==> src/hw/ivl_cfg.svh <==
`ifndef IVL_CFG_SVH
`define IVL_CFG_SVH

// control register bit positions
`define IVL_CTL_RBIF      0
`define IVL_CTL_INTF      1
`define IVL_CTL_T0IF      2
`define IVL_CTL_RBIE      3
`define IVL_CTL_INTE      4
`define IVL_CTL_T0IE      5
`define IVL_CTL_PEIE      6
`define IVL_CTL_GLOBAL_EN 7
`define IVL_CTL_RESET     8'h00
`define IVL_PFLAG_RESET   8'h00
`define IVL_PEN_RESET     8'h00
`define IVL_VECTOR        13'h0004
// instruction clock cycles per machine cycle
`define IVL_CYC_CLKS      2'h3
// pin synchroniser depth yields the three-to-four cycle latency
`define IVL_SYNC_STAGES   3

`endif

==> src/hw/ivl_pkg.sv <==
package ivl_pkg;
    typedef logic [12:0] ivl_pc_t;
    typedef struct packed {
        logic    load;
        ivl_pc_t addr;
    } ivl_pc_load_s;
    typedef struct packed {
        logic [7:0] data;
        logic       ctl;
        logic       pflag1;
        logic       pflag2;
        logic       pen1;
        logic       pen2;
    } ivl_wr_s;
    typedef enum logic [1:0] {
        IVL_RUN,
        IVL_SLEEP,
        IVL_ISR
    } ivl_state_e;
endpackage

==> src/hw/ivl_irq_vector.sv <==
`timescale 1ns/1ps
`default_nettype none
`include "ivl_cfg.svh"

module ivl_irq_vector (
    input  wire logic                  mclk,
    input  wire logic                  rst,
    input  wire logic                  extIrqPin,
    input  wire logic                  portChangeEvt,
    input  wire logic                  timerZeroOvf,
    input  wire logic [7:0]            periphEvt1,
    input  wire logic [7:0]            periphEvt2,
    input  wire ivl_pkg::ivl_wr_s      regWrite,
    input  wire logic                  sleepOp,
    input  wire logic                  returnFromIrqOp,
    input  wire logic                  cycleEnd,
    input  wire ivl_pkg::ivl_pc_t      nextProgramCounter,
    input  wire ivl_pkg::ivl_pc_t      stackTop,
    output logic [7:0]                 irqControlReg,
    output logic [7:0]                 periphFlagReg1,
    output logic [7:0]                 periphFlagReg2,
    output logic [7:0]                 periphEnableReg1,
    output logic [7:0]                 periphEnableReg2,
    output ivl_pkg::ivl_pc_load_s      pcLoad,
    output logic                       stackPush,
    output ivl_pkg::ivl_pc_t           pushAddr,
    output logic                       irqRequest,
    output logic                       sleeping
);
    // pin synchroniser: a rise counts once stages 2 and 3 agree
    logic [`IVL_SYNC_STAGES-1:0] pinSync_reg;
    logic                        pinStable_reg;
    logic [7:0]                  ctl_reg;
    logic [7:0]                  ctl_next;
    logic [7:0]                  pf1_reg;
    logic [7:0]                  pf2_reg;
    logic [7:0]                  pe1_reg;
    logic [7:0]                  pe2_reg;
    ivl_pkg::ivl_state_e         state_reg;
    ivl_pkg::ivl_state_e         state_next;
    ivl_pkg::ivl_pc_load_s       pcLoad_next;
    logic                        push_next;

    function automatic logic [7:0] holdFlags(input logic [7:0] cur, input logic [7:0] evt,
                                             input logic wr, input logic [7:0] wdata);
        // set wins over a simultaneous software clear
        holdFlags = (wr ? wdata : cur) | evt;
    endfunction

    wire agree      = pinSync_reg[1] == pinSync_reg[2];
    wire pinRise    = agree && pinSync_reg[1] && !pinStable_reg;
    wire [7:0] ctlEvt = {5'h00, timerZeroOvf, pinRise, portChangeEvt};
    wire periphAny  = |(pf1_reg & pe1_reg) | |(pf2_reg & pe2_reg);
    wire periphReq  = ctl_reg[`IVL_CTL_PEIE] && periphAny;
    wire localReq   = (ctl_reg[`IVL_CTL_T0IF] && ctl_reg[`IVL_CTL_T0IE])
                    | (ctl_reg[`IVL_CTL_INTF] && ctl_reg[`IVL_CTL_INTE])
                    | (ctl_reg[`IVL_CTL_RBIF] && ctl_reg[`IVL_CTL_RBIE]);
    wire anyEnabled = localReq | periphReq;
    wire take       = ctl_reg[`IVL_CTL_GLOBAL_EN] && anyEnabled;
    // taken at a cycle boundary so one- and two-cycle instructions see the same latency
    wire takeNow    = take && cycleEnd && state_reg != ivl_pkg::IVL_ISR;
    wire wakeNow    = state_reg == ivl_pkg::IVL_SLEEP && anyEnabled;
    // a wake that vectors is an accepted interrupt too, so it drops the enable
    wire wakeVector = wakeNow && ctl_reg[`IVL_CTL_GLOBAL_EN];

    always_comb begin
        ctl_next = holdFlags(ctl_reg, ctlEvt, regWrite.ctl, regWrite.data);
        if (returnFromIrqOp) begin
            ctl_next[`IVL_CTL_GLOBAL_EN] = 1'b1;
        end
        // return wins over a take in the same cycle, matching the sequencer
        if ((takeNow && !returnFromIrqOp) || wakeVector) begin
            ctl_next[`IVL_CTL_GLOBAL_EN] = 1'b0;
        end
    end

    always_comb begin
        state_next  = state_reg;
        pcLoad_next = '{load: 1'b0, addr: nextProgramCounter};
        push_next   = 1'b0;
        case (state_reg)
            ivl_pkg::IVL_RUN, ivl_pkg::IVL_ISR: begin
                if (returnFromIrqOp) begin
                    pcLoad_next = '{load: 1'b1, addr: stackTop};
                    state_next  = ivl_pkg::IVL_RUN;
                end else if (takeNow) begin
                    pcLoad_next = '{load: 1'b1, addr: `IVL_VECTOR};
                    push_next   = 1'b1;
                    state_next  = ivl_pkg::IVL_ISR;
                end else if (sleepOp && state_reg == ivl_pkg::IVL_RUN) begin
                    state_next  = ivl_pkg::IVL_SLEEP;
                end
            end
            ivl_pkg::IVL_SLEEP: begin
                if (wakeNow) begin
                    if (ctl_reg[`IVL_CTL_GLOBAL_EN]) begin
                        pcLoad_next = '{load: 1'b1, addr: `IVL_VECTOR};
                        push_next   = 1'b1;
                        state_next  = ivl_pkg::IVL_ISR;
                    end else begin
                        pcLoad_next = '{load: 1'b1, addr: nextProgramCounter};
                        state_next  = ivl_pkg::IVL_RUN;
                    end
                end
            end
            default: state_next = ivl_pkg::IVL_RUN;
        endcase
    end

    always_ff @(posedge mclk) begin
        if (rst) begin
            pinSync_reg   <= '0;
            pinStable_reg <= 1'b0;
        end else begin
            pinSync_reg   <= {pinSync_reg[1:0], extIrqPin};
            if (agree) begin
                pinStable_reg <= pinSync_reg[1];
            end
        end
    end

    always_ff @(posedge mclk) begin
        if (rst) begin
            ctl_reg <= `IVL_CTL_RESET;
            pf1_reg <= `IVL_PFLAG_RESET;
            pf2_reg <= `IVL_PFLAG_RESET;
            pe1_reg <= `IVL_PEN_RESET;
            pe2_reg <= `IVL_PEN_RESET;
        end else begin
            ctl_reg <= ctl_next;
            pf1_reg <= holdFlags(pf1_reg, periphEvt1, regWrite.pflag1, regWrite.data);
            pf2_reg <= holdFlags(pf2_reg, periphEvt2, regWrite.pflag2, regWrite.data);
            pe1_reg <= regWrite.pen1 ? regWrite.data : pe1_reg;
            pe2_reg <= regWrite.pen2 ? regWrite.data : pe2_reg;
        end
    end

    always_ff @(posedge mclk) begin
        if (rst) begin
            state_reg  <= ivl_pkg::IVL_RUN;
            pcLoad     <= '0;
            stackPush  <= 1'b0;
            pushAddr   <= '0;
            irqRequest <= 1'b0;
            sleeping   <= 1'b0;
        end else begin
            state_reg  <= state_next;
            pcLoad     <= pcLoad_next;
            stackPush  <= push_next;
            pushAddr   <= nextProgramCounter;
            irqRequest <= take;
            sleeping   <= state_next == ivl_pkg::IVL_SLEEP;
        end
    end

    always_ff @(posedge mclk) begin
        if (rst) begin
            irqControlReg    <= `IVL_CTL_RESET;
            periphFlagReg1   <= `IVL_PFLAG_RESET;
            periphFlagReg2   <= `IVL_PFLAG_RESET;
            periphEnableReg1 <= `IVL_PEN_RESET;
            periphEnableReg2 <= `IVL_PEN_RESET;
        end else begin
            irqControlReg    <= ctl_next;
            periphFlagReg1   <= holdFlags(pf1_reg, periphEvt1, regWrite.pflag1, regWrite.data);
            periphFlagReg2   <= holdFlags(pf2_reg, periphEvt2, regWrite.pflag2, regWrite.data);
            periphEnableReg1 <= regWrite.pen1 ? regWrite.data : pe1_reg;
            periphEnableReg2 <= regWrite.pen2 ? regWrite.data : pe2_reg;
        end
    end
endmodule

`default_nettype wire

==> config.mk <==
export PLATFORM = sky130hd
export DESIGN_NAME = ivl_irq_vector
export DESIGN_NICKNAME = d
export VERILOG_FILES = /design/src/hw/ivl_pkg.sv /design/src/hw/ivl_irq_vector.sv
export VERILOG_INCLUDE_DIRS = /design/src /design/src/hw
export SDC_FILE = /design/constraint.sdc
export NUM_CORES = 1
export LEC_CHECK = 0
export BUFFER_PORTS_ARGS = -buffer_cell sky130_fd_sc_hd__clkbuf_2
export CAP_MARGIN = 20
export CORE_MARGIN = 2
export CORE_UTILIZATION = 30
export DETAILED_ROUTE_END_ITERATION = 7
export PLACE_DENSITY = 0.62
export SYNTH_ARGS = -nofsm -noshare
export SYNTH_HDL_FRONTEND = slang
export SYNTH_SLANG_ARGS = --single-unit
==> constraint.sdc <==
create_clock -name mclk -period 2.9 [get_ports mclk]
set_clock_uncertainty 0.05 [all_clocks]
set_input_delay 0 -clock mclk [delete_from_list [all_inputs] [get_ports mclk]]
set_output_delay 0 -clock mclk [all_outputs]
set_load 0.03 [all_outputs]
After elaboration in Yosys (flattened, before gate mapping)
Index checks and enable logic that the tools add are counted.
Widths: inputs -> output; s select.
{"block": "word_totals", "elab_cells": 70, "input_bits": 63, "output_inout_bits": 70, "register_bits": 76}
{"block": "classes", "n_eq_ne": 5, "n_reduce_logical": 21, "muxes": 20, "n_bitwise": 9}
{"cell": "$mux 14", "n": 3}
{"cell": "$pmux 14 s2", "n": 1}
{"cell": "$mux 8", "n": 3}
{"cell": "$and 8x8->8", "n": 2}
{"cell": "$or 8x8->8", "n": 2}
{"cell": "$reduce_or 8->1", "n": 2}
{"cell": "$logic_and 1x1->1", "n": 13}
{"cell": "$mux 13", "n": 1}
{"cell": "$mux 2", "n": 5}
{"cell": "$or 8x3->8", "n": 1}
{"cell": "$mux 1", "n": 5}
{"cell": "$eq 2x1->1 const B", "n": 2}
{"cell": "$or 1x1->1", "n": 4}
{"cell": "$pmux 2 s2", "n": 1}
{"cell": "$reduce_or 2->1", "n": 2}
{"cell": "$eq 2x2->1 const B", "n": 1}
{"cell": "$logic_not 1->1", "n": 2}
{"cell": "$logic_not 2->1", "n": 1}
{"cell": "$ne 2x2->1 const B", "n": 1}
{"cell": "$pmux 1 s2", "n": 1}
{"cell": "$eq 1x1->1", "n": 1}
{"cell": "$logic_or 1x1->1", "n": 1}

Depth between registers and ports, before layout
Gate-level depths: netlist (run 1).
{"block": "depth", "ltp_word": 12, "mapped_depth": 7, "depth_no_buf": 6}

Least setup slack after synthesis (run 1)
Ideal clock, no wire load.
{"block": "synth_timing", "path_kind": "reg-to-reg", "startpoint": "register periphFlagReg1[4] (netlist name)", "endpoint": "register irqControlReg[7]", "required_ns": 2.770, "arrival_ns": 1.677, "stages_incl_launch_ff": 8, "slack_ns": 1.093, "period_less_slack_ns": 1.807, "setup_ns": 0.080, "path_buffers": 1, "path_cell_list": "dfxtp_1 -> a22o_1 -> a221oi_2 -> nand4_2 -> a22oi_4 -> nor2_2 -> buf_6 -> a211oi_2"}
{"item": "end signal: assignment", "line": "ivl_irq_vector.sv:158", "text": "irqControlReg <= `IVL_CTL_RESET;"}
{"item": "end signal: assignment", "line": "ivl_irq_vector.sv:164", "text": "irqControlReg <= ctl_next;"}
{"item": "end: declaration", "line": "ivl_irq_vector.sv:19", "text": "output logic [7:0] irqControlReg,"}

==> summary.txt, run 1 <==
Die ar. -> 10,500 sq um
Max Transition Viols Final -> 0
DRT antenna net count -> 0
worst hold path type -> input port to flip-flop
Initial Util -> 31.2%
CTS tree -> done
DR vias -> 2,892
Post-DP HPWL -> 6090 um
CP max stage delay -> 0.56 ns
cell row count -> 35
area grow syn2layout -> 58.3%
Placed Cells -> 537
vias in the first global route -> 2,906
DR iter-0 viols -> 86
FFs w/ async S/R, synth -> 0%
Detailed Routing Iterations Pass 1 -> 4
routability cong. -> 0.930
clock edge transition at the registers on the reported setup and hold paths -> 0.08 ns
grt total ovfl -> 0
Wirelength per Cell -> 14.8 um
max FFs per register -> 14
Worst EP arrival -> 2.80 ns
die height -> 103 um
post-route minimum period -> 2.57 ns
Hold Path Origin -> sleepOp
RSZ-0062 raised after global routing -> no
top cell type by total area after synthesis -> dfxtp_1
core region area -> 9330 sq um
Peak VDD IR -> 0.254 mV
initial antenna violation count -> 0
clk buf depth -> 2
critical path cell sequence -> a22o_1, a221oi_2, nand4_2, a21oi_2, nor2_1, o21ai_0, dlygate4sd3_1
first-pass GRT wire length -> 14,400 um
reg2reg start -> periphFlagReg1[4]$_SDFF_PP0_
Worst Setup End Kind -> flip-flop
FF-to-FF setup slack -> 0.33 ns
biggest regs -> pcLoad (14), pushAddr (13)
Finish-stage setup viols -> 0
syn_nets -> 356
Top reg by flops -> pcLoad
Final nets -> 558
largest net degree at the start of global routing -> 43
WHS -> 0.0851 ns
Tot GR Track Use -> 17.8%
Startpoint Class -> flip-flop
drt drc -> 0
Post-synth EDFFs -> 0
synth top area cells -> dfxtp_1 52%, nor2b_1 7.7%, mux2i_1 7.6%
Slew HR -> 45.5%
Yosys Warn Count -> 0
status -> finished clean
placed inst area -> 3670 sq um
synth unique cells -> 33
RR Endpoint -> pcLoad[0]$_SDFF_PP0_
fmax -> 390 MHz
post-synthesis cell area -> 2910 sq um
Filler cells -> 857
setup_tns -> 0 ns
Yosys top cell area share -> 52.2%
Vias/cell -> 4.61
final worst path period share -> 88.5%
number of port buffers -> 132
Mapped Avg Cell Area -> 9.98 sq um
top-count cell post-synth -> dfxtp_1
hold path depth -> 4
post-synthesis instance total -> 292
Die X -> 103 um
Post-synth top flop -> dfxtp_1
Reg2Reg Depth -> 7
#FFs+latches synth -> 76
Power Density -> 539 nW/um^2
clk_lat worst skew -> 0.34 ns
CP required -> 3.14 ns
Non-Filler Instances -> 628
H-tree levels -> 3
critical path class -> flip-flop to flip-flop
Final Cell Area -> 4610 sq um
final WL -> 9290 um
Sink Count -> 76
Leak -> 2.15 nW
IO Pins -> 133
hold endpoint -> state_reg[0]$_SDFF_PP0_
Worst path slowest cell -> dlygate4sd3_1
Max FO, Critical Path -> 12
Tightest Pin Transition -> 0.817 ns
Root Buffer -> clkbuf_8
sequential area share after synthesis -> 52.2%
share of cells above drive strength 1 -> 33.5%
most common library cells after synthesis -> 76 x dfxtp_1, 44 x nor2_1, 36 x nor2b_1
Final Hold Vio Count -> 0
CTS Buf Count -> 9
max-cap violations -> 0
number of diodes -> 0
[worst max-delay path: cells and delay by family (launching register included)]
kind            cells  cell delay [ns]
simple gates        2             0.38
compound gates      4             1.19
buf+inv             1             0.56
flops               1             0.32
[how the worst max path moves through the flow]
stage	start	endpoint	slack (ns)	cells past startpoint
2_1_floorplan	periphFlagReg1[4]$_SDFF_PP0_	irqControlReg[7]$_SDFF_PP0_	1.09	7
3_3_place_gp	periphFlagReg1[4]$_SDFF_PP0_	pcLoad[2]$_SDFF_PP0_	0.81	6
3_5_place_dp	periphFlagReg1[4]$_SDFF_PP0_	pcLoad[2]$_SDFF_PP0_	0.75	6
4_1_cts	periphFlagReg1[4]$_SDFF_PP0_	pcLoad[0]$_SDFF_PP0_	0.30	7
5_1_grt	periphFlagReg1[0]$_SDFF_PP0_	pcLoad[0]$_SDFF_PP0_	0.06	7
6_report	periphFlagReg1[4]$_SDFF_PP0_	pcLoad[0]$_SDFF_PP0_	0.33	7
[where the power goes]
part	switching [W]	total, W	internal [W]
logic	0.000304	0.000529	0.000225
registers	0.0000479	0.00116	0.00111
clock network	0.000399	0.000797	0.000398
total	0.000752	0.00249	0.00173
[cell usage in the layout (no fill, tap or decap), types with 9 or more instances in the layout]
cell type / count
mux2i_1: 22
a211oi_2: 10
nand2_1: 17
nor2b_1: 36
clkbuf_8: 9
a211oi_1: 18
nor2_1: 44
dfxtp_1: 76
clkbuf_2: 132
dlygate4sd3_1: 75
[per-layer routing]
| metal | GRT usage, % | wire length, um | vias to the layer above |
|---|---|---|---|
| met1 | 20.8 | 3900 | 1354 |
| met5 | 0 | 0 | - |
| met2 | 30.2 | 4600 | 93 |
| li1 | - | - | 1419 |
| met4 | 8.21 | 324 | 0 |
| met3 | 5.15 | 469 | 26 |
[cell type report]
cell class                 instances  area (sq um)  share of cell area (%)
multi-input combinational        195          1300                    28.2
sequential                        76          1520                    33.0
inverter                           4          15.0                   0.326
clock buffer                      10           128                    2.77
clock inverter                     6          65.1                    1.41
tap                              129           161                    3.50
timing repair buffer             208          1420                    30.8
[per-stage QoR]
stage	power, W	worst slack [ns]	util (%)
finish	0.00249	0.333	49.4
global route	0.00261	0.0599	49.4
detailed placement	0.00162	0.750	39.3
floorplan	0.00146	1.09	-
CTS	0.00251	0.298	49.4
global placement	0.00162	0.813	39.3
[cell families after synthesis]
| family | share of synthesized area [%] |
|---|---|
| AND/OR/NAND/NOR | 17.7 |
| multiplexers | 7.95 |
| buffers and inverters | 3.09 |
| adder cells (fa/ha/maj) | 0.429 |
| AO/OA/AOI/OAI | 18.6 |
| flip-flops | 52.2 |
[what timing repair did]
item / 4_1_cts / 5_1_grt
endpoints found under the hold margin: 67 / 0
endpoints found under the setup margin: 0 / 0
hold buffers: 75 / 0
resized for setup: 0 / 0
setup buffers: 0 / 0
(Power assumes the default switching activity.)
==> run 2, diff against run 1 <==
ABC_AREA = 1   (was default)
==> summary.txt, run 2 <==
CP Buf/Inv Count -> 3 (was 1)
synth unique cells -> 25 (was 33)
Slew HR -> 66.4% (was 45.5%)
final WL -> 9360 um (was 9290 um)
final worst path period share -> 60.8% (was 88.5%)
CP required -> 3.11 ns (was 3.14 ns)
Startpoint Class -> flip-flop (unchanged)
initial antenna violation count -> 0 (unchanged)
most frequent cells in the layout -> 132 x clkbuf_2, 76 x dfxtp_1, 69 x nor2_1 (was 132 x clkbuf_2, 76 x dfxtp_1, 75 x dlygate4sd3_1)
Peak VDD IR -> 0.225 mV (was 0.254 mV)
grt total ovfl -> 0 (unchanged)
drt drc -> 0 (unchanged)
Non-Filler Instances -> 700 (was 628)
Final nets -> 627 (was 558)
syn_nets -> 439 (was 356)
max-cap violations -> 0 (unchanged)
Tot Pwr -> 0.00260 W (was 0.00249 W)
die height -> 104 um (was 103 um)
share of cells above drive strength 1 -> 31.7% (was 33.5%)
Tightest Pin Transition -> 0.504 ns (was 0.817 ns)
CP startpoint -> state_reg[0]$_SDFF_PP0_ (was periphFlagReg1[4]$_SDFF_PP0_)
Leak -> 2.33 nW (was 2.15 nW)
Post-synth EDFFs -> 0 (unchanged)
CTS tree -> done (unchanged)
top-count cell post-synth -> dfxtp_1 (unchanged)
worst hold path type -> input port to flip-flop (unchanged)
main combinational cell family by area after synthesis -> simple AND/OR/NAND/NOR gates (was compound AO/OA/AOI/OAI gates)
Yosys top cell area share -> 50.5% (was 52.2%)
Util after Layout -> 46.9% (was 49.4%)
synth top area cells -> dfxtp_1 51%, nor2_1 8.6%, o21ai_0 7.0% (was dfxtp_1 52%, nor2b_1 7.7%, mux2i_1 7.6%)
status -> finished clean (unchanged)
Max Transition Viols Final -> 0 (unchanged)
placed inst area -> 3790 sq um (was 3670 sq um)
Setup crit end -> pcLoad[2]$_SDFF_PP0_ (was pcLoad[0]$_SDFF_PP0_)
Placed Cells -> 628 (was 537)
Tot GR Track Use -> 17.1% (was 17.8%)
Yosys Warn Count -> 0 (unchanged)
fmax -> 567 MHz (was 390 MHz)
Hold Path Origin -> regWrite[4] (was sleepOp)
post-synthesis compound-gate area fraction -> 16.5% (was 18.6%)
Mapped Avg Cell Area -> 8.03 sq um (was 9.98 sq um)
sequential area share after synthesis -> 50.5% (was 52.2%)
DRT antenna net count -> 0 (unchanged)
post-synthesis cell area -> 3010 sq um (was 2910 sq um)
FFs w/ async S/R, synth -> 0% (unchanged)
Worst path slowest cell -> dfxtp_1 (was dlygate4sd3_1)
post-route minimum period -> 1.76 ns (was 2.57 ns)
core region area -> 9770 sq um (was 9330 sq um)
Root Buffer -> clkbuf_8 (unchanged)
DR iter-0 viols -> 139 (was 86)
Max FO, Critical Path -> 15 (was 12)
Power Density -> 568 nW/um^2 (was 539 nW/um^2)
Sink Count -> 76 (unchanged)
Detailed Routing Iterations Pass 1 -> 4 (unchanged)
Die X -> 104 um (was 103 um)
critical path class -> flip-flop to flip-flop (unchanged)
area grow syn2layout -> 52.3% (was 58.3%)
clock edge transition at the registers on the reported setup and hold paths -> 0.07 ns (was 0.08 ns)
Final Cell Area -> 4590 sq um (was 4610 sq um)
Top reg by flops -> pcLoad (unchanged)
max FFs per register -> 14 (unchanged)
DR vias -> 3,127 (was 2,892)
critical path's top delay family -> simple AND/OR/NAND/NOR gates (was compound AO/OA/AOI/OAI gates)
setup_tns -> 0 ns (unchanged)
CP max stage delay -> 0.31 ns (was 0.56 ns)
synthesized-area fraction occupied by adder cells -> 0.416% (was 0.430%)
clk_lat worst skew -> 0.34 ns (about the same)
number of port buffers -> 132 (unchanged)
Wirelength per Cell -> 13.4 um (was 14.8 um)
post-synthesis instance total -> 375 (was 292)
IO Pins -> 133 (unchanged)
Post-DP HPWL -> 6400 um (was 6090 um)
Die ar. -> 10,900 sq um (was 10,500 sq um)
Synth Area in Simple Gates -> 17.6% (was 17.7%)
#FFs+latches synth -> 76 (unchanged)
Worst EP arrival -> 1.98 ns (was 2.80 ns)
Initial Util -> 30.8% (was 31.2%)
critical path cell sequence -> buf_4, inv_1, nor2_1, nand3_2, o21ai_0, inv_1, a21oi_1 (was a22o_1, a221oi_2, nand4_2, a21oi_2, nor2_1, o21ai_0, dlygate4sd3_1)
biggest regs -> pcLoad (14), pushAddr (13) (unchanged)
RSZ-0062 raised after global routing -> no (unchanged)
Reg2Reg Depth -> 7 (unchanged)
first-pass GRT wire length -> 15,000 um (was 14,400 um)
CTS Buf Count -> 9 (unchanged)
cell row count -> 36 (was 35)
vias in the first global route -> 3,124 (was 2,906)
Crit path top cell by count -> inv_1
reg2reg start -> state_reg[0]$_SDFF_PP0_ (was periphFlagReg1[4]$_SDFF_PP0_)
XOR/XNOR Fraction of Synth Area -> 0% (unchanged)
largest net degree at the start of global routing -> 40 (was 43)
clk buf depth -> 2 (unchanged)
Post-synth top flop -> dfxtp_1 (unchanged)
Finish-stage setup viols -> 0 (unchanged)
H-tree levels -> 3 (unchanged)
Final Hold Vio Count -> 0 (unchanged)
most common cell after layout, fill and taps aside -> clkbuf_2 (unchanged)
number of diodes -> 0 (unchanged)
logic depth of the worst path, buffers included -> 7 (unchanged)
FF-to-FF setup slack -> 1.14 ns (was 0.33 ns)
RR Endpoint -> pcLoad[2]$_SDFF_PP0_ (was pcLoad[0]$_SDFF_PP0_)
mux cell area share after synthesis -> 6.73% (was 7.95%)
routability cong. -> 0.819 (was 0.930)
Worst Setup End Kind -> flip-flop (unchanged)
Vias/cell -> 4.47 (was 4.61)
top cell type by total area after synthesis -> dfxtp_1 (unchanged)
most common library cells after synthesis -> 76 x dfxtp_1, 69 x nor2_1, 52 x nand2_1 (was 76 x dfxtp_1, 44 x nor2_1, 36 x nor2b_1)
run 2: changes by cell type after synthesis, moves of 5 or more:
| cell | previous run | this run |
|---|---|---|
| mux2_2 | 1 | 18 |
| nand2_1 | 17 | 52 |
| o211ai_1 | 0 | 10 |
| a21oi_1 | 4 | 21 |
| a21oi_2 | 1 | 7 |
| nand3_1 | 0 | 5 |
| o21ai_0 | 8 | 42 |
| nor2_1 | 44 | 69 |
| inv_1 | 4 | 47 |
| nor2b_1 | 36 | 0 |
| a211oi_1 | 18 | 0 |
| mux2i_1 | 22 | 0 |
| a211oi_2 | 10 | 0 |
run 2: worst min-delay path by stage:
stage                                          endpoint  slack (ns)  cells after the start
final                     irqControlReg[6]$_SDFFE_PP0P_        0.02                      3
after global routing      irqControlReg[6]$_SDFFE_PP0P_        0.03                      3
after CTS                 irqControlReg[6]$_SDFFE_PP0P_       0.001                      3
after detailed placement      pinSync_reg[0]$_SDFF_PP0_        0.15                      3
after global placement        pinSync_reg[0]$_SDFF_PP0_        0.15                      3
after floorplan                  pushAddr[0]$_SDFF_PP0_        0.03                      1
run 2: logic make-up (layout without fill, tap and decap cells):
kind of cell	Yosys count	count (layout)
AND/OR/NAND/NOR	131	131
AO/OA/AOI/OAI	87	87
flip-flops	76	76
buffers and inverters	62	254
multiplexers	18	18
adder cells (fa/ha/maj)	1	1
run 2: report_power, final:
part	internal [W]	switching, W
combinational	0.000206	0.000341
sequential	0.00112	0.0000417
clock	0.000526	0.000370
run 2: repair_timing:
item                       CTS  global route
gates resized for setup      0             0
hold endpoints to repair    67             0
setup buffers                0             0
setup endpoints to repair    0             0
hold buffers                57             0
run 2: stage by stage:
stage	setup WS, ns	hold WS [ns]
after floorplan	1.40	0.0305
after global placement	1.24	0.154
after detailed placement	1.18	0.152
after CTS	1.15	0.00104
after global routing	0.983	0.0317
final	1.14	0.0184
run 2: cell type report:
class	count	area, sq um
repair buffers	191	1250
inverters	48	185
clock inverters	4	72.6
clock buffers	11	151
flip-flops and latches	76	1520
multi-input cells	237	1240
well taps	133	166
fillers	992	5190
run 2: layer usage:
metal	routed length, um	vias up	track usage, %
li1	-	1582	-
met1	4020	1442	19.8
met2	4700	80	30.2
met3	413	23	3.38
met4	240	0	8.01
met5	0	-	0
run 2: worst min-delay path: cells and delay by family:
family	cells	cell delay (ns)
and+or+nand+nor	1	0.08
buffers and inverters	1	0.19
AOI/OAI and AO/OA	1	0.10
